## src/pkg/card_uart_irq_cfg.svh

```systemverilog
`ifndef CARD_UART_IRQ_CFG_SVH
`define CARD_UART_IRQ_CFG_SVH

// Special function address shared by both banks.
`define IDENT_ADDR 8'hae

// Bit positions of the flags and enables.
`define BIT_TBE  7
`define BIT_RSVD 6
`define BIT_COV  5
`define BIT_VERR 4
`define BIT_WTO  3
`define BIT_SENT 2
`define BIT_RCVD 1
`define BIT_PAR  0

// Reset values and the mask of defined bits.
`define IDENT_RST    8'h00
`define ENABLE_RST   8'h00
`define DEFINED_MASK 8'hbf

`endif

```

## src/pkg/card_uart_irq_pkg.sv

```systemverilog
package card_uart_irq_pkg;

    typedef logic [7:0] byte_t;

    // Highest pending enabled source, first is highest.
    typedef enum logic [2:0] {
        SRC_TBE,
        SRC_COV,
        SRC_VERR,
        SRC_WTO,
        SRC_SENT,
        SRC_RCVD,
        SRC_PAR,
        SRC_NONE
    } src_e;

    // Whole state of the flag block.
    typedef struct packed {
        byte_t      flags;
        byte_t      en;
        byte_t      rdata;
        logic [2:0] cov_sync;
        logic [2:0] verr_sync;
        logic       cov_lvl;
        logic       verr_lvl;
        logic       irq;
        src_e       src;
    } state_s;

endpackage

```

## src/verilog/card_uart_irq_flags.sv

```systemverilog
// How it works
// RULE_01: Set bit 7 on transmit buffer handover.
// RULE_02: Set bit 5 while current exceeds limit.
// RULE_03: Set bit 4 while voltage out of range.
// RULE_04: Set bit 3 on waiting counter expiry.
// RULE_05: Set bit 2 when character is sent.
// RULE_06: Set bit 1 when character is received.
// RULE_07: Bit 0 sets with 2/1 on parity error.
// RULE_08: A flag requests only when enabled.
// RULE_09: Reading identification register clears all flags; a flag whose event is on the read edge stays set.
// RULE_10: Same-edge events served in fixed priority.
// RULE_11: Software keeps a copy after reading.
// RULE_12: Reset reads zero, bit 6 reserved.
// RULE_13: Bank bit picks flags or enables.
// RULE_14: Request is OR of enabled flags.
`timescale 1ns/1ps

`include "card_uart_irq_cfg.svh"

module card_uart_irq_flags #(
    parameter int ADDR_W = 8
) (
    // Clock, reset and clock enable.
    input  wire logic                    clk_sys,
    input  wire logic                    nrst,
    input  wire logic                    ce,

    // Special function register port.
    input  wire logic [ADDR_W-1:0]       sfr_addr,
    input  wire logic                    sfr_rd,
    input  wire logic                    sfr_wr,
    input  wire card_uart_irq_pkg::byte_t sfr_wdata,
    output card_uart_irq_pkg::byte_t      sfr_rdata,
    input  wire logic                    reg_bank_select,

    // Events from the card UART and timers.
    input  wire logic                    ev_tx_buf_empty,
    input  wire logic                    ev_wait_timeout,
    input  wire logic                    ev_char_sent,
    input  wire logic                    ev_char_received,
    input  wire logic                    ev_parity_err,

    // Levels from the analog card supply.
    input  wire logic                    cur_over_async,
    input  wire logic                    volt_bad_async,

    // Interrupt request and source.
    output logic                         irq_out,
    output card_uart_irq_pkg::src_e      irq_src
);
    import card_uart_irq_pkg::*;

    // ----------------------------------
    // Elaboration checks
    // ----------------------------------

    // The address constant is eight bits wide.
    if (ADDR_W != 8) begin : g_bad_width
        $error("ADDR_W must be 8");
    end

    // ----------------------------------
    // Reset release
    // ----------------------------------

    logic [1:0] rst_sync_ff;
    logic       rst_n;

    // Release goes through two flops so it is clean.
    always_ff @(posedge clk_sys or negedge nrst) begin
        if (!nrst) begin
            rst_sync_ff <= 2'h0;
        end else if (ce) begin
            rst_sync_ff <= {rst_sync_ff[0], 1'b1};
        end
    end

    assign rst_n = rst_sync_ff[1];

    // ----------------------------------
    // Decode and events
    // ----------------------------------

    state_s cur_ff;
    state_s nxt_ff;
    logic   addr_hit;
    logic   ident_rd;
    logic   en_rd;
    logic   en_wr;
    byte_t  ev;
    byte_t  pend;

    // Bank select splits the one address in two.
    assign addr_hit = (sfr_addr == `IDENT_ADDR);
    assign ident_rd = sfr_rd & addr_hit & ~reg_bank_select; // [RULE_13]
    assign en_rd    = sfr_rd & addr_hit & reg_bank_select;  // [RULE_13]
    assign en_wr    = sfr_wr & addr_hit & reg_bank_select;  // [RULE_13]

    // Event vector laid out as the register.
    always_comb begin
        ev                = 8'h00;
        ev[`BIT_TBE]      = ev_tx_buf_empty;       // [RULE_01]
        ev[`BIT_COV]      = cur_ff.cov_lvl;        // [RULE_02]
        ev[`BIT_VERR]     = cur_ff.verr_lvl;       // [RULE_03]
        ev[`BIT_WTO]      = ev_wait_timeout;       // [RULE_04]
        ev[`BIT_SENT]     = ev_char_sent;          // [RULE_05]
        ev[`BIT_RCVD]     = ev_char_received;      // [RULE_06]
        // Parity flag only rides along a character end.
        ev[`BIT_PAR]      = ev_parity_err
                          & (ev_char_sent | ev_char_received); // [RULE_07]
    end

    // Flags that may request at all.
    assign pend = cur_ff.flags & cur_ff.en; // [RULE_08]

    // ----------------------------------
    // Priority
    // ----------------------------------

    // First set bit wins, from the top down.
    function automatic src_e prio(input byte_t p);
        src_e s;
        s = SRC_NONE;
        if (p[`BIT_TBE]) begin
            s = SRC_TBE;
        end else if (p[`BIT_COV]) begin
            s = SRC_COV;
        end else if (p[`BIT_VERR]) begin
            s = SRC_VERR;
        end else if (p[`BIT_WTO]) begin
            s = SRC_WTO;
        end else if (p[`BIT_SENT]) begin
            s = SRC_SENT;
        end else if (p[`BIT_RCVD]) begin
            s = SRC_RCVD;
        end else if (p[`BIT_PAR]) begin
            s = SRC_PAR;
        end
        return s;
    endfunction

    // ----------------------------------
    // Next state
    // ----------------------------------

    // The analog levels are asynchronous, so a change
    // counts only once the second and third stage agree.
    always_comb begin
        nxt_ff           = cur_ff;
        nxt_ff.cov_sync  = {cur_ff.cov_sync[1:0], cur_over_async};
        nxt_ff.verr_sync = {cur_ff.verr_sync[1:0], volt_bad_async};
        if (cur_ff.cov_sync[2] == cur_ff.cov_sync[1]) begin
            nxt_ff.cov_lvl = cur_ff.cov_sync[2];
        end
        if (cur_ff.verr_sync[2] == cur_ff.verr_sync[1]) begin
            nxt_ff.verr_lvl = cur_ff.verr_sync[2];
        end

        // Read clears, but an event on the same edge
        // wins so that nothing is lost.
        if (ident_rd) begin
            nxt_ff.flags = ev;                     // [RULE_09]
        end else begin
            nxt_ff.flags = cur_ff.flags | ev;
        end
        nxt_ff.flags[`BIT_RSVD] = 1'b0;            // [RULE_12]

        // Read data is held until the next read.
        if (ident_rd) begin
            nxt_ff.rdata = cur_ff.flags & `DEFINED_MASK; // [RULE_11]
        end else if (en_rd) begin
            nxt_ff.rdata = cur_ff.en;
        end

        // Reserved enable bit is never stored.
        if (en_wr) begin
            nxt_ff.en = sfr_wdata & `DEFINED_MASK;
        end

        nxt_ff.irq = |pend;                        // [RULE_14]
        nxt_ff.src = prio(pend);                   // [RULE_10]
    end

    // ----------------------------------
    // State register
    // ----------------------------------

    // Clock enable low freezes everything.
    always_ff @(posedge clk_sys or negedge rst_n) begin
        if (!rst_n) begin
            cur_ff <= '{flags: `IDENT_RST, en: `ENABLE_RST,
                        rdata: 8'h00, cov_sync: 3'h0,
                        verr_sync: 3'h0, cov_lvl: 1'b0,
                        verr_lvl: 1'b0, irq: 1'b0,
                        src: SRC_NONE};    // [RULE_12]
        end else if (ce) begin
            cur_ff <= nxt_ff;
        end
    end

    // Outputs straight from flops.
    assign sfr_rdata = cur_ff.rdata;
    assign irq_out   = cur_ff.irq;
    assign irq_src   = cur_ff.src;

    // ----------------------------------
    // Checks
    // ----------------------------------

    property p_tbe_set;
        @(posedge clk_sys) disable iff (!rst_n)
        ce && ev_tx_buf_empty |=> cur_ff.flags[`BIT_TBE];
    endproperty
    a_tbe_set: // [RULE_01]
        assert property (p_tbe_set) else $error("tbe flag not set");

    property p_cov_set;
        @(posedge clk_sys) disable iff (!rst_n)
        ce && cur_ff.cov_lvl |=> cur_ff.flags[`BIT_COV];
    endproperty
    a_cov_set: // [RULE_02]
        assert property (p_cov_set) else $error("cov flag not set");

    property p_verr_set;
        @(posedge clk_sys) disable iff (!rst_n)
        ce && cur_ff.verr_sync[2] && cur_ff.verr_sync[1]
        ##1 ce |=> cur_ff.flags[`BIT_VERR];
    endproperty
    a_verr_set: // [RULE_03]
        assert property (p_verr_set) else $error("verr flag late");

    property p_wto_set;
        @(posedge clk_sys) disable iff (!rst_n)
        ce && ev_wait_timeout |=> cur_ff.flags[`BIT_WTO];
    endproperty
    a_wto_set: // [RULE_04]
        assert property (p_wto_set) else $error("wto flag not set");

    property p_sent_set;
        @(posedge clk_sys) disable iff (!rst_n)
        ce && ev_char_sent |=> cur_ff.flags[`BIT_SENT];
    endproperty
    a_sent_set: // [RULE_05]
        assert property (p_sent_set) else $error("sent flag not set");

    property p_rcvd_set;
        @(posedge clk_sys) disable iff (!rst_n)
        ce && ev_char_received |=> cur_ff.flags[`BIT_RCVD];
    endproperty
    a_rcvd_set: // [RULE_06]
        assert property (p_rcvd_set) else $error("rcvd flag not set");

    property p_par_alone;
        @(posedge clk_sys) disable iff (!rst_n)
        ce && ev_parity_err && !ev_char_sent && !ev_char_received
        && (ident_rd || !cur_ff.flags[`BIT_PAR])
        |=> !cur_ff.flags[`BIT_PAR];
    endproperty
    a_par_alone: // [RULE_07]
        assert property (p_par_alone) else $error("parity set alone");

    property p_irq_or;
        @(posedge clk_sys) disable iff (!rst_n)
        ce |=> irq_out == |($past(cur_ff.flags) & $past(cur_ff.en));
    endproperty
    a_irq_or: // [RULE_14]
        assert property (p_irq_or) else $error("irq not OR of flags");

    property p_masked;
        @(posedge clk_sys) disable iff (!rst_n)
        ce && pend == 8'h00 |=> !irq_out && irq_src == SRC_NONE;
    endproperty
    a_masked: // [RULE_08]
        assert property (p_masked) else $error("masked flag requests");

    property p_rd_clear;
        @(posedge clk_sys) disable iff (!rst_n)
        ce && ident_rd && ev == 8'h00
        |=> cur_ff.flags == 8'h00
            && sfr_rdata == ($past(cur_ff.flags) & `DEFINED_MASK);
    endproperty
    a_rd_clear: // [RULE_09]
        assert property (p_rd_clear) else $error("read did not clear");

    property p_prio_top;
        @(posedge clk_sys) disable iff (!rst_n)
        ce && pend[`BIT_TBE] |=> irq_src == SRC_TBE;
    endproperty
    a_prio_top: // [RULE_10]
        assert property (p_prio_top) else $error("priority wrong");

    property p_prio_low;
        @(posedge clk_sys) disable iff (!rst_n)
        ce && pend == 8'h01 |=> irq_src == SRC_PAR;
    endproperty
    a_prio_low: // [RULE_10]
        assert property (p_prio_low) else $error("parity prio wrong");

    property p_rsvd;
        @(posedge clk_sys) disable iff (!rst_n)
        !cur_ff.flags[`BIT_RSVD] && !cur_ff.en[`BIT_RSVD];
    endproperty
    a_rsvd: // [RULE_12]
        assert property (p_rsvd) else $error("reserved bit set");

    property p_bank_wr;
        @(posedge clk_sys) disable iff (!rst_n)
        ce && en_wr |=> cur_ff.en == ($past(sfr_wdata) & `DEFINED_MASK);
    endproperty
    a_bank_wr: // [RULE_13]
        assert property (p_bank_wr) else $error("enable write lost");

    property p_bank0_ro;
        @(posedge clk_sys) disable iff (!rst_n)
        ce && sfr_wr && !reg_bank_select |=> $stable(cur_ff.en);
    endproperty
    a_bank0_ro: // [RULE_13]
        assert property (p_bank0_ro) else $error("bank 0 written");

    // Main scenarios.
    c_read_pending: cover property (@(posedge clk_sys)
        disable iff (!rst_n) ident_rd && cur_ff.flags != 8'h00);
    c_set_on_clear: cover property (@(posedge clk_sys)
        disable iff (!rst_n) ident_rd && ev != 8'h00);
    c_irq_rise: cover property (@(posedge clk_sys)
        disable iff (!rst_n) $rose(irq_out));
    c_two_events: cover property (@(posedge clk_sys)
        disable iff (!rst_n) ev_tx_buf_empty && ev_char_received);

endmodule // card_uart_irq_flags

```

## config.mk

```make
export PLATFORM = sky130hd
export DESIGN_NAME = card_uart_irq_flags
export DESIGN_NICKNAME = d
export VERILOG_FILES = /design/src/pkg/card_uart_irq_pkg.sv /design/src/verilog/card_uart_irq_flags.sv
export VERILOG_INCLUDE_DIRS = /design/src /design/src/pkg
export SDC_FILE = /design/constraint.sdc
export NUM_CORES = 1
export LEC_CHECK = 0
export ABC_CLOCK_PERIOD_IN_PS = 3150
export BUFFER_PORTS_ARGS = -buffer_cell sky130_fd_sc_hd__buf_4
export CAP_MARGIN = 20
export CORE_MARGIN = 5
export CORE_UTILIZATION = 35
export DETAILED_ROUTE_END_ITERATION = 12
export GPL_TIMING_DRIVEN = 1
export HOLD_SLACK_MARGIN = 0.12
export MAX_ROUTING_LAYER = met4
export PLACE_DENSITY = 0.69
export RECOVER_POWER = 100
export SYNTH_ARGS = -nofsm -noshare
export SYNTH_HDL_FRONTEND = slang
export SYNTH_SLANG_ARGS = --single-unit
```

## constraint.sdc

```tcl
create_clock -name clk_sys -period 3.15 [get_ports clk_sys]
set_input_delay 0.63 -clock clk_sys [delete_from_list [all_inputs] [get_ports clk_sys]]
set_output_delay 0.63 -clock clk_sys [all_outputs]
set_load 0.1 [all_outputs]
```

**Word-level counts from Yosys, hierarchy flattened**

Index checks and enable logic that the tools add are counted.

- Muxes and demuxes: 10
- Equality and inequality tests: 3
- Bitwise operators: 10
- Reductions and logical operators: 6

Operator list:

| operator | number |
|---|---|
| 8-bit 2-to-1 mux | 3 |
| 3-bit 2-to-1 mux | 4 |
| 8-bit bitwise AND | 1 |
| 8-bit equality test, second input constant | 1 |
| 8-bit OR | 1 |
| 2-bit AND reduction | 4 |
| 8-bit OR reduction | 1 |
| 1-bit bitwise AND | 6 |
| 2-bit 2-to-1 mux | 2 |
| 1-bit equality test | 2 |
| 2-bit nonzero test | 1 |
| 1-bit 2-to-1 mux | 1 |
| 1-bit inverter | 1 |
| 1-bit OR | 1 |

- Flip-flop bits (word level): 36
- Word-level logic and storage cells: 39

**Logic depth before layout (Yosys ltp)**

- Depth in word-level cells: 8
- Mapped depth: 6
- Mapped depth without buffers: 4

**Worst setup path before layout**

No wires, ideal clock.

- Kind: input to register
- From: in ce
- To: reg cur_ff[20] (netlist bit)
- Setup slack: 1.329 ns
- Cell stages on the path: 4
- Buffers on the path: 1
- Required time: 3.025 ns
- Arrival: 1.696 ns
- Cell sequence: buf_4 > nand4b_4 > nor4_4 > mux2_2

- Cells in the longest elaborated chain, start to end: 1

RTL lines:

| element | line | RTL |
|---|---|---|
| start, declared | card_uart_irq_flags.sv:26 | `input wire logic ce,` |
| 2-bit AND reduction (no line) | - |  |
| end signal, assigned | card_uart_irq_flags.sv:191 | `` cur_ff <= '{flags: `IDENT_RST, en: `ENABLE_RST, `` |
| end signal, assigned | card_uart_irq_flags.sv:197 | `cur_ff <= nxt_ff;` |
| end, declared | card_uart_irq_flags.sv:84 | `state_s cur_ff;` |

No other way between the ends.
A chain may end at the register's enable or synchronous reset.

**Final worst setup path**

- From: reg cur_ff, in the netlist irq_src[0]
- To: out irq_src[0]

RTL lines:

| element | line | RTL |
|---|---|---|
| end, declared | card_uart_irq_flags.sv:49 | `output card_uart_irq_pkg::src_e irq_src` |

No word-level cell between the ends.

==> flow_summary.toml <==
[placement]
pre_cts_ws_ps = 952
gp_congestion = 0.764
dp_hpwl_mm = 2.47
port-buffer-count = 38

[global_routing]
grt_use_total = 0.119
grt_pass1_wl_mm = 5.53
antenna_found_initial = 0
grt_max_degree = 35
grt_pass1_vias = 1160
grt_overflow = 0

[cts]
clk_path_buf_depth = 2
cts_inserted_buffers = 5
clock_latency_ps = 290
clkSinkCount = 35
path_clk_slew_ps = 80
cts_tree = "done"
post_cts_buffers = 0
cts-htree-levels = 2
cts_root_buf = "clkbuf_8"

[critical_path]
cp_cell_sequence = "clkbuf_1"
max_stage_delay_ps = 860
cp_top_family = "buffers and inverters"
worstPathArrival_ps = 1700
crit_path_end_kind = "primary output"
start_kind = "register"
cp_max_fo = 2
critical_path_buf_inv_count = 1
crit_slowest_cell = "clkbuf_1"
path_class = "register to primary output"
crit_required_ps = 2520

[floorplanning]
start_util = 0.364
die_y_um = 77.5
die_x_um = 77.5
io_pins = 41
coreArea_um2 = 4380
dieArea_um2 = 6010
num_rows = 24

[layout]
layout_commonest_cell = "dfrtp_1"
fin_util = 0.436
area_growth_syn_to_layout_pct = 19.6
antenna_cells = 0
drive_gt1_frac = 0.325
regArea_um2 = 880
nets = 194
multiInputGateArea_um2 = 579
nFillCells = 420
final_cell_mix = "dfrtp_1 (32), buf_4 (26), mux2_2 (14), clkbuf_1 (14)"

[pwr]
power_density_nw_per_um2 = 556
power.leakage_uw = 0.000877
ir_drop_mv = 0.343

[run_status]
status = "complete, but fails checks"
violations = "max-capacitance violations, max-slew violations"

[timing]
finClkSkew_ps = 8.32
fmax_ghz = 0.429
relSlewSlack = -0.178
rsz0062_at_grt = "false"
worst_slack_ps = 821
slew_violations = 35
setup_viol = 0
min_period_ps = 2330
tightest_slew_ps = 1770
final.setup.tns_ps = 0
hold_viol = 0
fin_crit_sh = 0.739

[synth]
syn_area_um2 = 1600
synth_area_leaders = "dfrtp_1 (50%), mux2_2 (9.9%), buf_4 (5.6%)"
ys_warn_count = 0
ys_seq_elements = 35
synth_nets = 162
syn-instance-count = 133
avgSynthCellArea_um2 = 12.0
netlist.area_leader.share = 0.502
yosysSeqAreaShare = 0.551
synth_largest_area_cell = "dfrtp_1"
synth_cell_types = 25

[route]
first_pass_iters = 5
drc = 0
via_count = 1084
ant_nets = 0
drt_wl_total_mm = 3.29
drt-initial-drc-count = 45
wl_per_cell_um = 15.1
via_per_inst = 4.97

[flow_run]
max-cap-violations = 1

[worst_hold_path]
hp-class = "register to register"
## what timing repair did
action,4_1_cts,5_1_grt
endpoints found under the hold margin,2,0
hold buffers,1,0
resized for setup,0,0
## path summary, 6_finish.rpt
check,to,start,cells after the start,slack (ps)
worst max register to register,rst_sync_ff[1]$_DFFE_PN0P_,rst_sync_ff[1]$_DFFE_PN0P_,2,1130
min in group asynchronous,rst_sync_ff[0]$_DFFE_PN0P_,nrst,2,650
worst min register to register,rst_sync_ff[0]$_DFFE_PN0P_,rst_sync_ff[0]$_DFFE_PN0P_,1,480
worst max-delay path,irq_src[0],irq_src[0]$_DFFE_PN1P_,1,820
max in group asynchronous,sfr_rdata[1]$_DFFE_PN0P_,rst_sync_ff[1]$_DFFE_PN0P_,1,1310
worst min-delay path,rst_sync_ff[0]$_DFFE_PN0P_,rst_sync_ff[0]$_DFFE_PN0P_,1,480
## metal layers
metal | global-route usage | vias to the layer above | routed length (µm)
met1 | 0.128 | 542 | 1300
met4 | 0.0326 | 0 | 38
li1 | - | 516 | -
met2 | 0.207 | 20 | 1760
met5 | - | - | 0
met3 | 0.0440 | 6 | 189
## cells by family after synthesis
logic type	share of synthesized area
DFF	0.551
and+or+nand+nor	0.112
AOI/OAI and AO/OA	0.115
muxes	0.143
buffers and inverters	0.0768
other	0.00235
## cell type report
cell class,instances,share of cell area
Clock buffer,5,0.0360
Clock inverter,3,0.0229
Inverter,4,0.00786
Multi-Input combinational cell,78,0.303
Sequential cell,35,0.461
Tap cell,52,0.0341
Timing Repair Buffer,41,0.135
## flip-flops by register name, summed over array words and instances (netlist names)
| signal | cells |
|---|---|
| cur_ff | 22 |
| sfr_rdata | 7 |
| irq_src | 3 |
| rst_sync_ff | 2 |
| irq_out | 1 |
## stage by stage
stage | hold WS [ps] | cells | total power (µW) | instance area [µm²]
floorplan | 334 | 133 | 633 | 1600
global placement | 262 | 209 | 669 | 1850
detailed placement | 295 | 209 | 677 | 1850
CTS | 303 | 218 | 1080 | 1980
global route | 504 | 218 | 1110 | 1910
finish | 476 | 218 | 1060 | 1910
## power breakdown
group	internal [µW]	total (µW)	leakage, µW	switching, µW
Sequential	481	501	0.000388	19.6
Combinational	54.9	156	0.000430	101
Clock	236	404	0.0000581	168
## synthesized netlist by cell type
cell type and n:
dfstp_2 3, nand4b_1 1, nor4_4 2, buf_4 12, nand4b_4 1, o32a_1 1
clkbuf_1 2, a31oi_1 1, mux2_2 14, a21oi_1 11, a21o_1 2, or2_2 1
a22o_1 6, buf_2 2, a32o_1 1, nand2b_1 3, dfrtp_1 32, nor2_1 11
o22ai_1 3, conb_1 1, nand2_1 10, mux2i_1 7, a22oi_1 1, inv_1 4
o2bb2ai_1 1
Note: power is estimated with default switching activity, not from simulation.
